<file path="src/asrc_out_defines.svh">
`ifndef ASRC_OUT_DEFINES_SVH
`define ASRC_OUT_DEFINES_SVH

// Register offsets
`define REG_SYS_CTRL    7'h01
`define REG_FORMAT      7'h03
`define REG_ATTEN_L     7'h04
`define REG_ATTEN_R     7'h05
`define REG_RATIO_HI    7'h06
`define REG_RATIO_LO    7'h07

// Field positions, write masks and the value read from unmapped addresses
`define TRACK_BIT       6
`define MODE_MSB        2
`define MODE_LSB        0
`define OWL_MSB         7
`define OWL_LSB         6
`define OFMT_MSB        5
`define OFMT_LSB        4
`define SYS_CTRL_MASK   8'hdf
`define FORMAT_MASK     8'hf7
`define READ_ZERO       8'h00

// Port mode codes
`define MODE_MASTER_128 3'h1
`define MODE_MASTER_512 3'h2
`define MODE_MASTER_256 3'h3

// Frame geometry in bit clocks
`define WORD_BITS       24
`define SLOT_BITS       6'h20
`define SUBFRAME_LEN    10'h040
`define FRAME_LEN_128   10'h080
`define FRAME_LEN_256   10'h100
`define FRAME_LEN_512   10'h200

// Reference edges per half bit clock when not in TDM
`define HALF_DIV_128    3'h1
`define HALF_DIV_256    3'h2
`define HALF_DIV_512    3'h4

// Serial control frame
`define SPI_CMD_LAST    4'h7
`define SPI_FRAME_LAST  4'hf
`define SPI_READ_BIT    7

// Attenuation arithmetic
`define GAIN_FRAC       16
`define STEPS_PER_6DB   8'h0c

`endif

</file>
<file path="src/asrc_out_pkg.sv">
package asrc_out_pkg;

  typedef enum logic [1:0] {
    FMT_LEFT  = 2'b00,
    FMT_I2S   = 2'b01,
    FMT_TDM   = 2'b10,
    FMT_RIGHT = 2'b11
  } out_format_t;

  typedef enum logic [1:0] {
    WL_24 = 2'b00,
    WL_20 = 2'b01,
    WL_18 = 2'b10,
    WL_16 = 2'b11
  } word_length_t;

  typedef enum logic [1:0] {
    SPI_IDLE = 2'b00,
    SPI_CMD  = 2'b01,
    SPI_DATA = 2'b10,
    SPI_DONE = 2'b11
  } spi_phase_t;

  typedef struct packed {
    logic [23:0] left;
    logic [23:0] right;
  } audio_pair_t;

  typedef struct packed {
    logic [4:0]  integer_part;
    logic [10:0] fraction_part;
  } ratio_t;

  typedef struct packed {
    logic cs_n;
    logic sclk;
    logic mosi;
  } spi_pins_t;

  typedef struct packed {
    logic [7:0]  sys_ctrl;
    logic [7:0]  format;
    logic [7:0]  atten_l;
    logic [7:0]  atten_r;
    ratio_t      ratio_snap;
    spi_phase_t  phase;
    logic [3:0]  spi_count;
    logic [7:0]  spi_shift_in;
    logic [7:0]  spi_shift_out;
    logic [6:0]  spi_addr;
    logic        spi_read;
    logic        sclk_last;
    logic        miso;
    logic        ref_last;
    logic [2:0]  div_cnt;
    logic        bclk_gen;
    logic        bclk_last;
    logic        frame_last;
    logic        frame_gen;
    logic [9:0]  pos;
    audio_pair_t pending;
    audio_pair_t frame_word;
    logic        data_bit;
    logic        data_en;
  } state_t;

endpackage

</file>
<file path="src/sync_stage.sv">
`timescale 1ns/10ps
module sync_stage #(
  parameter int WIDTH = 1
) (
  input  wire logic             clk,
  input  wire logic             rst,
  input  wire logic [WIDTH-1:0] async_in,
  output logic      [WIDTH-1:0] sync_out
);

  logic [WIDTH-1:0] meta_q;

  always_ff @(posedge clk) begin
    if (rst) begin
      meta_q   <= '0;
      sync_out <= '0;
    end else begin
      meta_q   <= async_in;
      sync_out <= meta_q;
    end
  end

endmodule

</file>
<file path="src/asrc_output_port.sv">
`timescale 1ns/10ps
`include "asrc_out_defines.svh"
// Contract
// (RL1) Format field: 00 left-justified, 01 I2S, 10 TDM, 11 right-justified.
// (RL2) Word length field: 00 24 bits, 01 20, 10 18, 11 16 bits.
// (RL3) Left output attenuated by left register times 0.5 dB, reset zero.
// (RL4) Right output attenuated by right register times 0.5 dB, reset zero.
// (RL5) Tracking bit set: left attenuation also used for right channel.
// (RL6) Upper ratio register bits 7..3 hold the ratio integer part.
// (RL7) Fraction: top three bits in upper 2..0, low eight in lower.
// (RL8) Reading the upper ratio register refreshes both ratio registers together.
// (RL9) Host reads upper ratio register before the lower one.
// (RL10) Ratio registers are read-only; writes do nothing.
// (RL11) TDM: each section one sub-frame, left channel then right.
// (RL12) TDM sub-frame is 64 bit clocks, 32 per channel.
// (RL13) Audio data left-justified in each 32-bit slot.
// (RL14) Frame repeats once per sample; bit clock is N times 64 fs.
// (RL15) Master TDM: bit clock equals reference clock frequency.
// (RL16) Sections equal bit clock over frame rate over 64.
// (RL17) Slave transmitter should use this section's reference as master clock.
// (RL18) Mode 001, 010, 011: output master at 128, 512, 256 fs.
// (RL19) Word length in format bits 7..6, format in 5..4, reset zero.
// (RL20) TDM: section drives data only inside its own sub-frame.
module asrc_output_port
  import asrc_out_pkg::*;
(
  input  wire logic        ref_clk,
  input  wire logic        rst,
  input  wire spi_pins_t   spi_in,
  output logic             spi_miso,
  output logic             spi_miso_oe,
  input  wire logic        reference_clock_input,
  input  wire logic        output_bit_clock_in,
  output logic             output_bit_clock_out,
  output logic             output_bit_clock_oe,
  input  wire logic        output_frame_clock_in,
  output logic             output_frame_clock_out,
  output logic             output_frame_clock_oe,
  output logic             serial_data_out,
  output logic             serial_data_oe,
  input  wire audio_pair_t sample_in,
  input  wire logic        sample_strobe,
  input  wire ratio_t      ratio_in,
  input  wire logic [1:0]  tdm_section_index
);

  ////////////////////////////////////////////////////////////////////////////
  // Functions

  function automatic logic [23:0] attenuate(input logic [23:0] smp,
                                            input logic [7:0]  steps);
    logic [16:0]        gain;
    logic [7:0]         rem;
    logic [7:0]         shift;
    logic signed [41:0] prod;
    rem   = steps % `STEPS_PER_6DB;
    shift = steps / `STEPS_PER_6DB;
    unique case (rem)
      8'h00:   gain = 17'h10000;
      8'h01:   gain = 17'h0f1ae;
      8'h02:   gain = 17'h0e429;
      8'h03:   gain = 17'h0d766;
      8'h04:   gain = 17'h0cb59;
      8'h05:   gain = 17'h0bff9;
      8'h06:   gain = 17'h0b53c;
      8'h07:   gain = 17'h0ab19;
      8'h08:   gain = 17'h0a186;
      8'h09:   gain = 17'h0987d;
      8'h0a:   gain = 17'h08ff6;
      default: gain = 17'h087e8;
    endcase
    prod = $signed(smp) * $signed({1'b0, gain});
    prod = prod >>> `GAIN_FRAC;
    prod = prod >>> shift;
    return prod[23:0];
  endfunction

  function automatic logic [5:0] word_bits(input word_length_t len);
    unique case (len)
      WL_24: return 6'h18;
      WL_20: return 6'h14;
      WL_18: return 6'h12;
      WL_16: return 6'h10;
    endcase
  endfunction

  function automatic logic serial_bit(input logic [23:0]  word,
                                      input out_format_t  fmt_i,
                                      input word_length_t len,
                                      input logic [4:0]   slot_pos);
    logic [5:0] nbits;
    logic [5:0] offset;
    logic [5:0] k;
    nbits  = word_bits(len);
    offset = 6'h00;
    if (fmt_i == FMT_I2S) begin
      offset = 6'h01;
    end else if (fmt_i == FMT_RIGHT) begin
      offset = `SLOT_BITS - nbits;
    end
    k = {1'b0, slot_pos} - offset;
    if ({1'b0, slot_pos} >= offset && k < nbits) begin
      return word[5'(`WORD_BITS - 1 - int'(k))];
    end
    return 1'b0;
  endfunction

  function automatic logic [7:0] read_value(input state_t     st,
                                            input logic [6:0] addr);
    unique case (addr)
      `REG_SYS_CTRL: return st.sys_ctrl;
      `REG_FORMAT:   return st.format;
      `REG_ATTEN_L:  return st.atten_l;
      `REG_ATTEN_R:  return st.atten_r;
      `REG_RATIO_LO: return st.ratio_snap.fraction_part[7:0];
      default:       return `READ_ZERO;
    endcase
  endfunction

  ////////////////////////////////////////////////////////////////////////////
  // Pin synchronisers

  state_t     s_q;
  state_t     s_d;
  logic [5:0] pin_sync;

  sync_stage #(
    .WIDTH(6)
  ) u_sync (
    .clk      (ref_clk),
    .rst      (rst),
    .async_in ({spi_in.cs_n, spi_in.sclk, spi_in.mosi, reference_clock_input,
                output_bit_clock_in, output_frame_clock_in}),
    .sync_out (pin_sync)
  );

  logic cs_n_s;
  logic sclk_s;
  logic mosi_s;
  logic ref_s;
  logic bclk_in_s;
  logic frame_in_s;

  assign cs_n_s     = pin_sync[5];
  assign sclk_s     = pin_sync[4];
  assign mosi_s     = pin_sync[3];
  assign ref_s      = pin_sync[2];
  assign bclk_in_s  = pin_sync[1];
  assign frame_in_s = pin_sync[0];

  ////////////////////////////////////////////////////////////////////////////
  // Decoded controls

  out_format_t  fmt;
  word_length_t wlen;
  logic [2:0]   mode;
  logic         master;
  logic         tdm;
  logic [2:0]   half_div;
  logic [9:0]   frame_len;
  audio_pair_t  atten_pair;

  assign fmt    = out_format_t'(s_q.format[`OFMT_MSB:`OFMT_LSB]);      // RL1 RL19
  assign wlen   = word_length_t'(s_q.format[`OWL_MSB:`OWL_LSB]);       // RL2 RL19
  assign mode   = s_q.sys_ctrl[`MODE_MSB:`MODE_LSB];
  assign tdm    = (fmt == FMT_TDM);
  assign master = (mode == `MODE_MASTER_128) || (mode == `MODE_MASTER_512) ||
                  (mode == `MODE_MASTER_256);                           // RL18

  always_comb begin
    unique case (mode)
      `MODE_MASTER_512: begin
        half_div  = `HALF_DIV_512;
        frame_len = `FRAME_LEN_512;
      end
      `MODE_MASTER_256: begin
        half_div  = `HALF_DIV_256;
        frame_len = `FRAME_LEN_256;
      end
      default: begin
        half_div  = `HALF_DIV_128;
        frame_len = `FRAME_LEN_128;
      end
    endcase
    if (!tdm) begin
      frame_len = `SUBFRAME_LEN;
    end
  end

  assign atten_pair.left  = attenuate(sample_in.left, s_q.atten_l);      // RL3
  assign atten_pair.right = attenuate(sample_in.right,
                                      s_q.sys_ctrl[`TRACK_BIT] ? s_q.atten_l
                                                               : s_q.atten_r); // RL4 RL5

  ////////////////////////////////////////////////////////////////////////////
  // Edge detection and frame position

  logic        sclk_rise;
  logic        sclk_fall;
  logic [7:0]  in_byte;
  logic        ref_rise;
  logic        bclk_now;
  logic        bclk_fall;
  logic        slave_start;
  logic [9:0]  pos_next;
  logic        own_sub;
  audio_pair_t word_now;
  logic        frame_level;

  assign sclk_rise = sclk_s & ~s_q.sclk_last;
  assign sclk_fall = ~sclk_s & s_q.sclk_last;
  assign in_byte   = {s_q.spi_shift_in[6:0], mosi_s};
  assign ref_rise  = ref_s & ~s_q.ref_last;
  assign bclk_now  = master ? s_q.bclk_gen : bclk_in_s;
  assign bclk_fall = s_q.bclk_last & ~bclk_now;

  assign slave_start = (frame_in_s != s_q.frame_last) &&
                       (frame_in_s == (fmt != FMT_I2S));

  always_comb begin
    if (master) begin
      pos_next = (s_q.pos == frame_len - 10'h001) ? '0 : s_q.pos + 10'h001; // RL14 RL16
    end else begin
      pos_next = slave_start ? '0 : s_q.pos + 10'h001;                       // RL14 RL16
    end
  end

  assign own_sub  = (pos_next[9:6] == {2'b00, tdm_section_index});          // RL11 RL20
  assign word_now = (pos_next == '0) ? s_q.pending : s_q.frame_word;

  always_comb begin
    unique case (fmt)
      FMT_TDM: frame_level = (pos_next == '0);
      FMT_I2S: frame_level = pos_next[5];
      default: frame_level = ~pos_next[5];
    endcase
  end

  ////////////////////////////////////////////////////////////////////////////
  // Next state

  always_comb begin
    s_d = s_q;
    s_d.sclk_last = sclk_s;
    s_d.ref_last  = ref_s;
    s_d.bclk_last = bclk_now;

    // Control port
    if (cs_n_s) begin
      s_d.phase     = SPI_IDLE;
      s_d.spi_count = '0;
    end else begin
      unique case (s_q.phase)
        SPI_IDLE: s_d.phase = SPI_CMD;
        SPI_CMD: begin
          if (sclk_rise) begin
            s_d.spi_shift_in = in_byte;
            s_d.spi_count    = s_q.spi_count + 4'h1;
            if (s_q.spi_count == `SPI_CMD_LAST) begin
              s_d.spi_addr      = in_byte[6:0];
              s_d.spi_read      = in_byte[`SPI_READ_BIT];
              s_d.phase         = SPI_DATA;
              s_d.spi_shift_out = read_value(s_q, in_byte[6:0]);
              if (in_byte[`SPI_READ_BIT] && in_byte[6:0] == `REG_RATIO_HI) begin
                s_d.ratio_snap    = ratio_in;                             // RL8
                s_d.spi_shift_out = {ratio_in.integer_part,
                                     ratio_in.fraction_part[10:8]};       // RL6 RL7
              end
            end
          end
        end
        SPI_DATA: begin
          if (sclk_fall) begin
            s_d.miso          = s_q.spi_shift_out[7];
            s_d.spi_shift_out = {s_q.spi_shift_out[6:0], 1'b0};
          end
          if (sclk_rise) begin
            s_d.spi_shift_in = in_byte;
            s_d.spi_count    = s_q.spi_count + 4'h1;
            if (s_q.spi_count == `SPI_FRAME_LAST) begin
              s_d.phase = SPI_DONE;
              if (!s_q.spi_read) begin
                unique case (s_q.spi_addr)
                  `REG_SYS_CTRL: s_d.sys_ctrl = in_byte & `SYS_CTRL_MASK;
                  `REG_FORMAT:   s_d.format   = in_byte & `FORMAT_MASK;   // RL19
                  `REG_ATTEN_L:  s_d.atten_l  = in_byte;                  // RL3
                  `REG_ATTEN_R:  s_d.atten_r  = in_byte;                  // RL4
                  default:       s_d.format   = s_q.format;               // RL10
                endcase
              end
            end
          end
        end
        SPI_DONE: s_d.phase = SPI_DONE;
      endcase
    end

    // Samples for the next frame
    if (sample_strobe) begin
      s_d.pending = atten_pair;                                           // RL3 RL4 RL5
    end

    // Master bit clock
    if (!master) begin
      s_d.bclk_gen = 1'b0;
      s_d.div_cnt  = '0;
    end else if (tdm) begin
      s_d.bclk_gen = ref_s;                                               // RL15
      s_d.div_cnt  = '0;
    end else if (ref_rise) begin
      if (s_q.div_cnt == half_div - 3'h1) begin
        s_d.div_cnt  = '0;
        s_d.bclk_gen = ~s_q.bclk_gen;                                     // RL18
      end else begin
        s_d.div_cnt = s_q.div_cnt + 3'h1;
      end
    end

    // Serial output, changes on bit clock falling edge
    if (bclk_fall) begin
      s_d.frame_last = frame_in_s;
      s_d.pos        = pos_next;
      s_d.frame_gen  = frame_level;                                       // RL1
      if (pos_next == '0) begin
        s_d.frame_word = s_q.pending;                                     // RL14
      end
      s_d.data_bit = serial_bit(pos_next[5] ? word_now.right : word_now.left,
                                fmt, wlen, pos_next[4:0]);                // RL2 RL12 RL13
      s_d.data_en  = !tdm || own_sub;                                     // RL20
    end
  end

  always_ff @(posedge ref_clk) begin
    if (rst) begin
      s_q <= '0;
    end else begin
      s_q <= s_d;
    end
  end

  ////////////////////////////////////////////////////////////////////////////
  // Outputs

  assign spi_miso               = s_q.miso;
  assign spi_miso_oe            = ~cs_n_s;
  assign output_bit_clock_out   = s_q.bclk_gen;
  assign output_bit_clock_oe    = master;
  assign output_frame_clock_out = s_q.frame_gen;
  assign output_frame_clock_oe  = master;
  assign serial_data_out        = s_q.data_bit;
  assign serial_data_oe         = s_q.data_en;

endmodule

</file>
<file path="config.mk">
export PLATFORM = sky130hd
export DESIGN_NAME = asrc_output_port
export DESIGN_NICKNAME = d
export VERILOG_FILES = /design/src/asrc_out_pkg.sv /design/src/sync_stage.sv /design/src/asrc_output_port.sv
export VERILOG_INCLUDE_DIRS = /design/src
export SDC_FILE = /design/constraint.sdc
export NUM_CORES = 2
export LEC_CHECK = 0
export ABC_AREA = 1
export BUFFER_PORTS_ARGS = -buffer_cell sky130_fd_sc_hd__buf_2
export CAP_MARGIN = 20
export CORE_ASPECT_RATIO = 1.2
export CORE_MARGIN = 2
export CORE_UTILIZATION = 50
export CTS_BUF_LIST = sky130_fd_sc_hd__clkbuf_8
export CTS_CLUSTER_SIZE = 16
export DETAILED_ROUTE_END_ITERATION = 10
export GPL_TIMING_DRIVEN = 1
export PLACE_DENSITY = 0.71
export SYNTH_ARGS = -nofsm -noshare
export SYNTH_HDL_FRONTEND = slang
export SYNTH_SLANG_ARGS = --single-unit
</file>
<file path="constraint.sdc">
create_clock -name ref_clk -period 26.3 [get_ports ref_clk]
set_input_delay 1.315 -clock ref_clk [delete_from_list [all_inputs] [get_ports ref_clk]]
set_output_delay 1.315 -clock ref_clk [all_outputs]
set_load 0.005 [all_outputs]
</file>
==> metrics.md <==
| Metric | Value |
|---|---|
| Syn_nets | `6864` |
| Yosys warnings | `0` |
| Crit path DAT | `11.92 ns` |
| Clk_lat worst skew | `0.51 ns` |
| CTS sink cnt | `197` |
| Critical Path Most Common Cell | `nand2_1` |
| Hold Violations, Final | `0` |
| Vias in the first global route | `38500` |
| Clock Path Buffers | `2` |
| GRT Resource Usage Total | `around 29%` |
| Hold WC Path Type | `flip-flop to flip-flop` |
| Final Core Density | `52.4%` |
| CTS tree | `built` |
| MaxCap Viol Count | `0` |
| Pwr dens | `around 16 nW/um2` |
| Most common cell after layout, fill and taps aside | `nand2_1` |
| Tot Pwr | `0.687 mW` |
| CP max FO | `33` |
| Crit start category | `flip-flop` |
| Most frequent cells in the layout | `1339 x nand2_1, 1282 x inv_1, 799 x fa_1` |
| Slowest stage cell on the critical path | `fa_1` |
| Area Overhead vs Synth | `3.65%` |
| Number of CTS-inserted buffers | `17` |
| Fin nets | `around 6800` |
| H-tree levels | `4` |
| Die area | `86800 um2` |
| Post-synth EDFFs | `0` |
| Fin Setup TNS | `0 ns` |
| Synth async-reset ratio | `0%` |
| Effective utilization at floorplan | `50.5%` |
| Via count | `37100` |
| Crit path max-delay family | `simple AND/OR/NAND/NOR gates` |
| Slew headroom | `21.7%` |
| Clock slew at reported path FFs | `0.11 ns` |
| First-pass GRT wire length | `roughly 200 mm` |
| Critical path class | `flip-flop to flip-flop` |
| PostCTS Resize Cnt | `0` |
| Clock Tree Root | `clkbuf_8` |
| Non-filler cells in the finished layout | `6808` |
| Post-CTS setup buffers | `0` |
| Tmin final | `11.48 ns` |
| Mapped Area | `42200 um2` |
| Most used flip-flop cell after synthesis | `dfxtp_1` |
| Syn_area_per_cell | `7.33 um2` |
| Yosys cell types | `55` |
| Final setup fails | `0` |
| Site Rows | `116` |
| Drt wl/cell | `18.0 um` |
| DIE HEIGHT | `roughly 320 um` |
| CP max stage delay | `between 0.6 and 0.7 ns` |
| Core Region | `83600 um2` |
| Synth Instances | `around 5800` |
| Num ports | `83` |
| # hold bufs at CTS | `0` |
| Worst-Margin Slew | `1.17 ns` |
| CP Capture Type | `flip-flop` |
| Initial antenna violation count | `2` |
| Sequential element share of the synthesized area | `9.34%` |
| GPL Wtd Cong | `0.959` |
| Final HPWL DP | `99.8 mm` |
| Vias per Instance | `5.45` |
| Dpl cells | `between 6000 and 7000` |
| Maximum vdd drop | `31.9 uV` |
| IO Port Bufs | `just over 80` |
| Initial DRT Pass Iterations | `8` |
| CP required | `26.74 ns` |
| RSZ-0062 raised after global routing | `false` |
| Largest net degree at the start of global routing | `100` |
| Final ANT Viol Nets | `0` |
| GRT overflow | `0` |
| Final slew viol count | `0` |
| Synth Register Bits | `roughly 200` |
| DRT iter0 DRCs | `roughly 3000` |
| Status | `completed` |
| Routed WL | `123 mm` |
| FMAX | `around 87 MHz` |
| Worst path buffer plus inverter count | `7` |
| Pleak | `20.3 nW` |
| Share of cells above drive strength 1 | `between 3 and 4%` |
| Die W | `269 um` |
| Drt drc | `0` |
| Clock Skew | `0.0151 ns` |
| Final worst path period share | `43.7%` |
[final timing paths]
check / start / endpoint / slack [ns] / cells after the start
setup / recovery: s_q[179] / s_q[81] / 14.82 / 49
hold / removal: u_sync.meta_q[2] / u_sync.sync_out[2] / 0.41 / 2
setup reg to reg: s_q[179] / s_q[81] / 14.82 / 49
hold reg to reg: u_sync.meta_q[2] / u_sync.sync_out[2] / 0.41 / 2
[stage by stage]
stage | setup slack (ns) | hold slack, ns | instance area (um2)
after floorplan | 18.05 | 0.388 | 42200
after global placement | 15.09 | 0.390 | 43400
after detailed placement | 14.94 | 0.396 | 43400
after CTS | 14.87 | 0.410 | 43800
after global routing | 13.83 | 0.431 | 43800
final | 14.82 | 0.409 | 43800
[logic make-up after synthesis]
kind of cell             share of synthesized area (%)
adder cells (fa/ha/maj)                           44.7
XOR/XNOR                                          1.45
flip-flops                                        9.34
AND/OR/NAND/NOR                                   22.3
AO/OA/AOI/OAI                                     8.33
buffers and inverters                             13.9
[metal layers]
metal	wire length [um]	track usage (%)	vias to the layer above
li1	-	-	17100
met1	46600	34.8	18200
met2	62400	52.5	1375
met3	7220	2.87	377
met4	6220	13.1	2
met5	16	0	-
[power breakdown]
part / switching (mW) / internal (mW)
combinational: 0.119 / 0.0493
clock: 0.122 / 0.0831
sequential: 0.00558 / 0.308
total: 0.246 / 0.441
[state kept, by name, indices dropped and copies added, names as in the netlist]
| register | cells |
|---|---|
| fmt | 2 |
| mode | 3 |
| in_byte | 7 |
| output_frame_clock_out | 1 |
| serial_data_oe | 1 |
| spi_miso | 1 |
| u_sync.sync_out | 6 |
| serial_data_out | 1 |
| u_sync.meta_q | 6 |
| s_q | 168 |
| output_bit_clock_out | 1 |
[worst reg2reg max path, delay by kind of cell (launching register included)]
family / cells / cell delay, ns
AO/OA/AOI/OAI: 4 / 0.81
adder cells (fa/ha/maj): 7 / 3.80
AND/OR/NAND/NOR: 30 / 4.50
XOR/XNOR: 1 / 0.32
buffers and inverters: 7 / 1.50
flip-flops: 1 / 0.50
[cell usage after synthesis (20+ instances only)]
library cell	count	share of area (%)
nand2_1	1339	12
inv_1	1283	11
fa_1	799	38
nor2_1	486	4.3
nand3_1	393	4.7
a21oi_1	233	2.8
ha_1	230	6.8
dfxtp_1	197	9.3
o21ai_0	192	2.3
clkbuf_1	125	1.1
o211ai_1	60	1.1
buf_2	47	0.56
xnor2_1	37	0.77
buf_1	33	0.29
xor2_1	33	0.68
nor3_1	30	0.36
inv_2	27	0.24
nand4_1	20	0.30
o22ai_1	20	0.30
[final cells by class]
class | instances | area (um2)
antenna | 1 | 2.50
clock buffer | 19 | 262
clock inverter | 13 | 144
fill | 8182 | 39800
inverter | 1328 | 4990
multi-input combinational | 4022 | 32400
sequential | 197 | 3940
tap | 1121 | 1400
timing repair buffer | 107 | 606
Power figures use the tool's default switching activity.
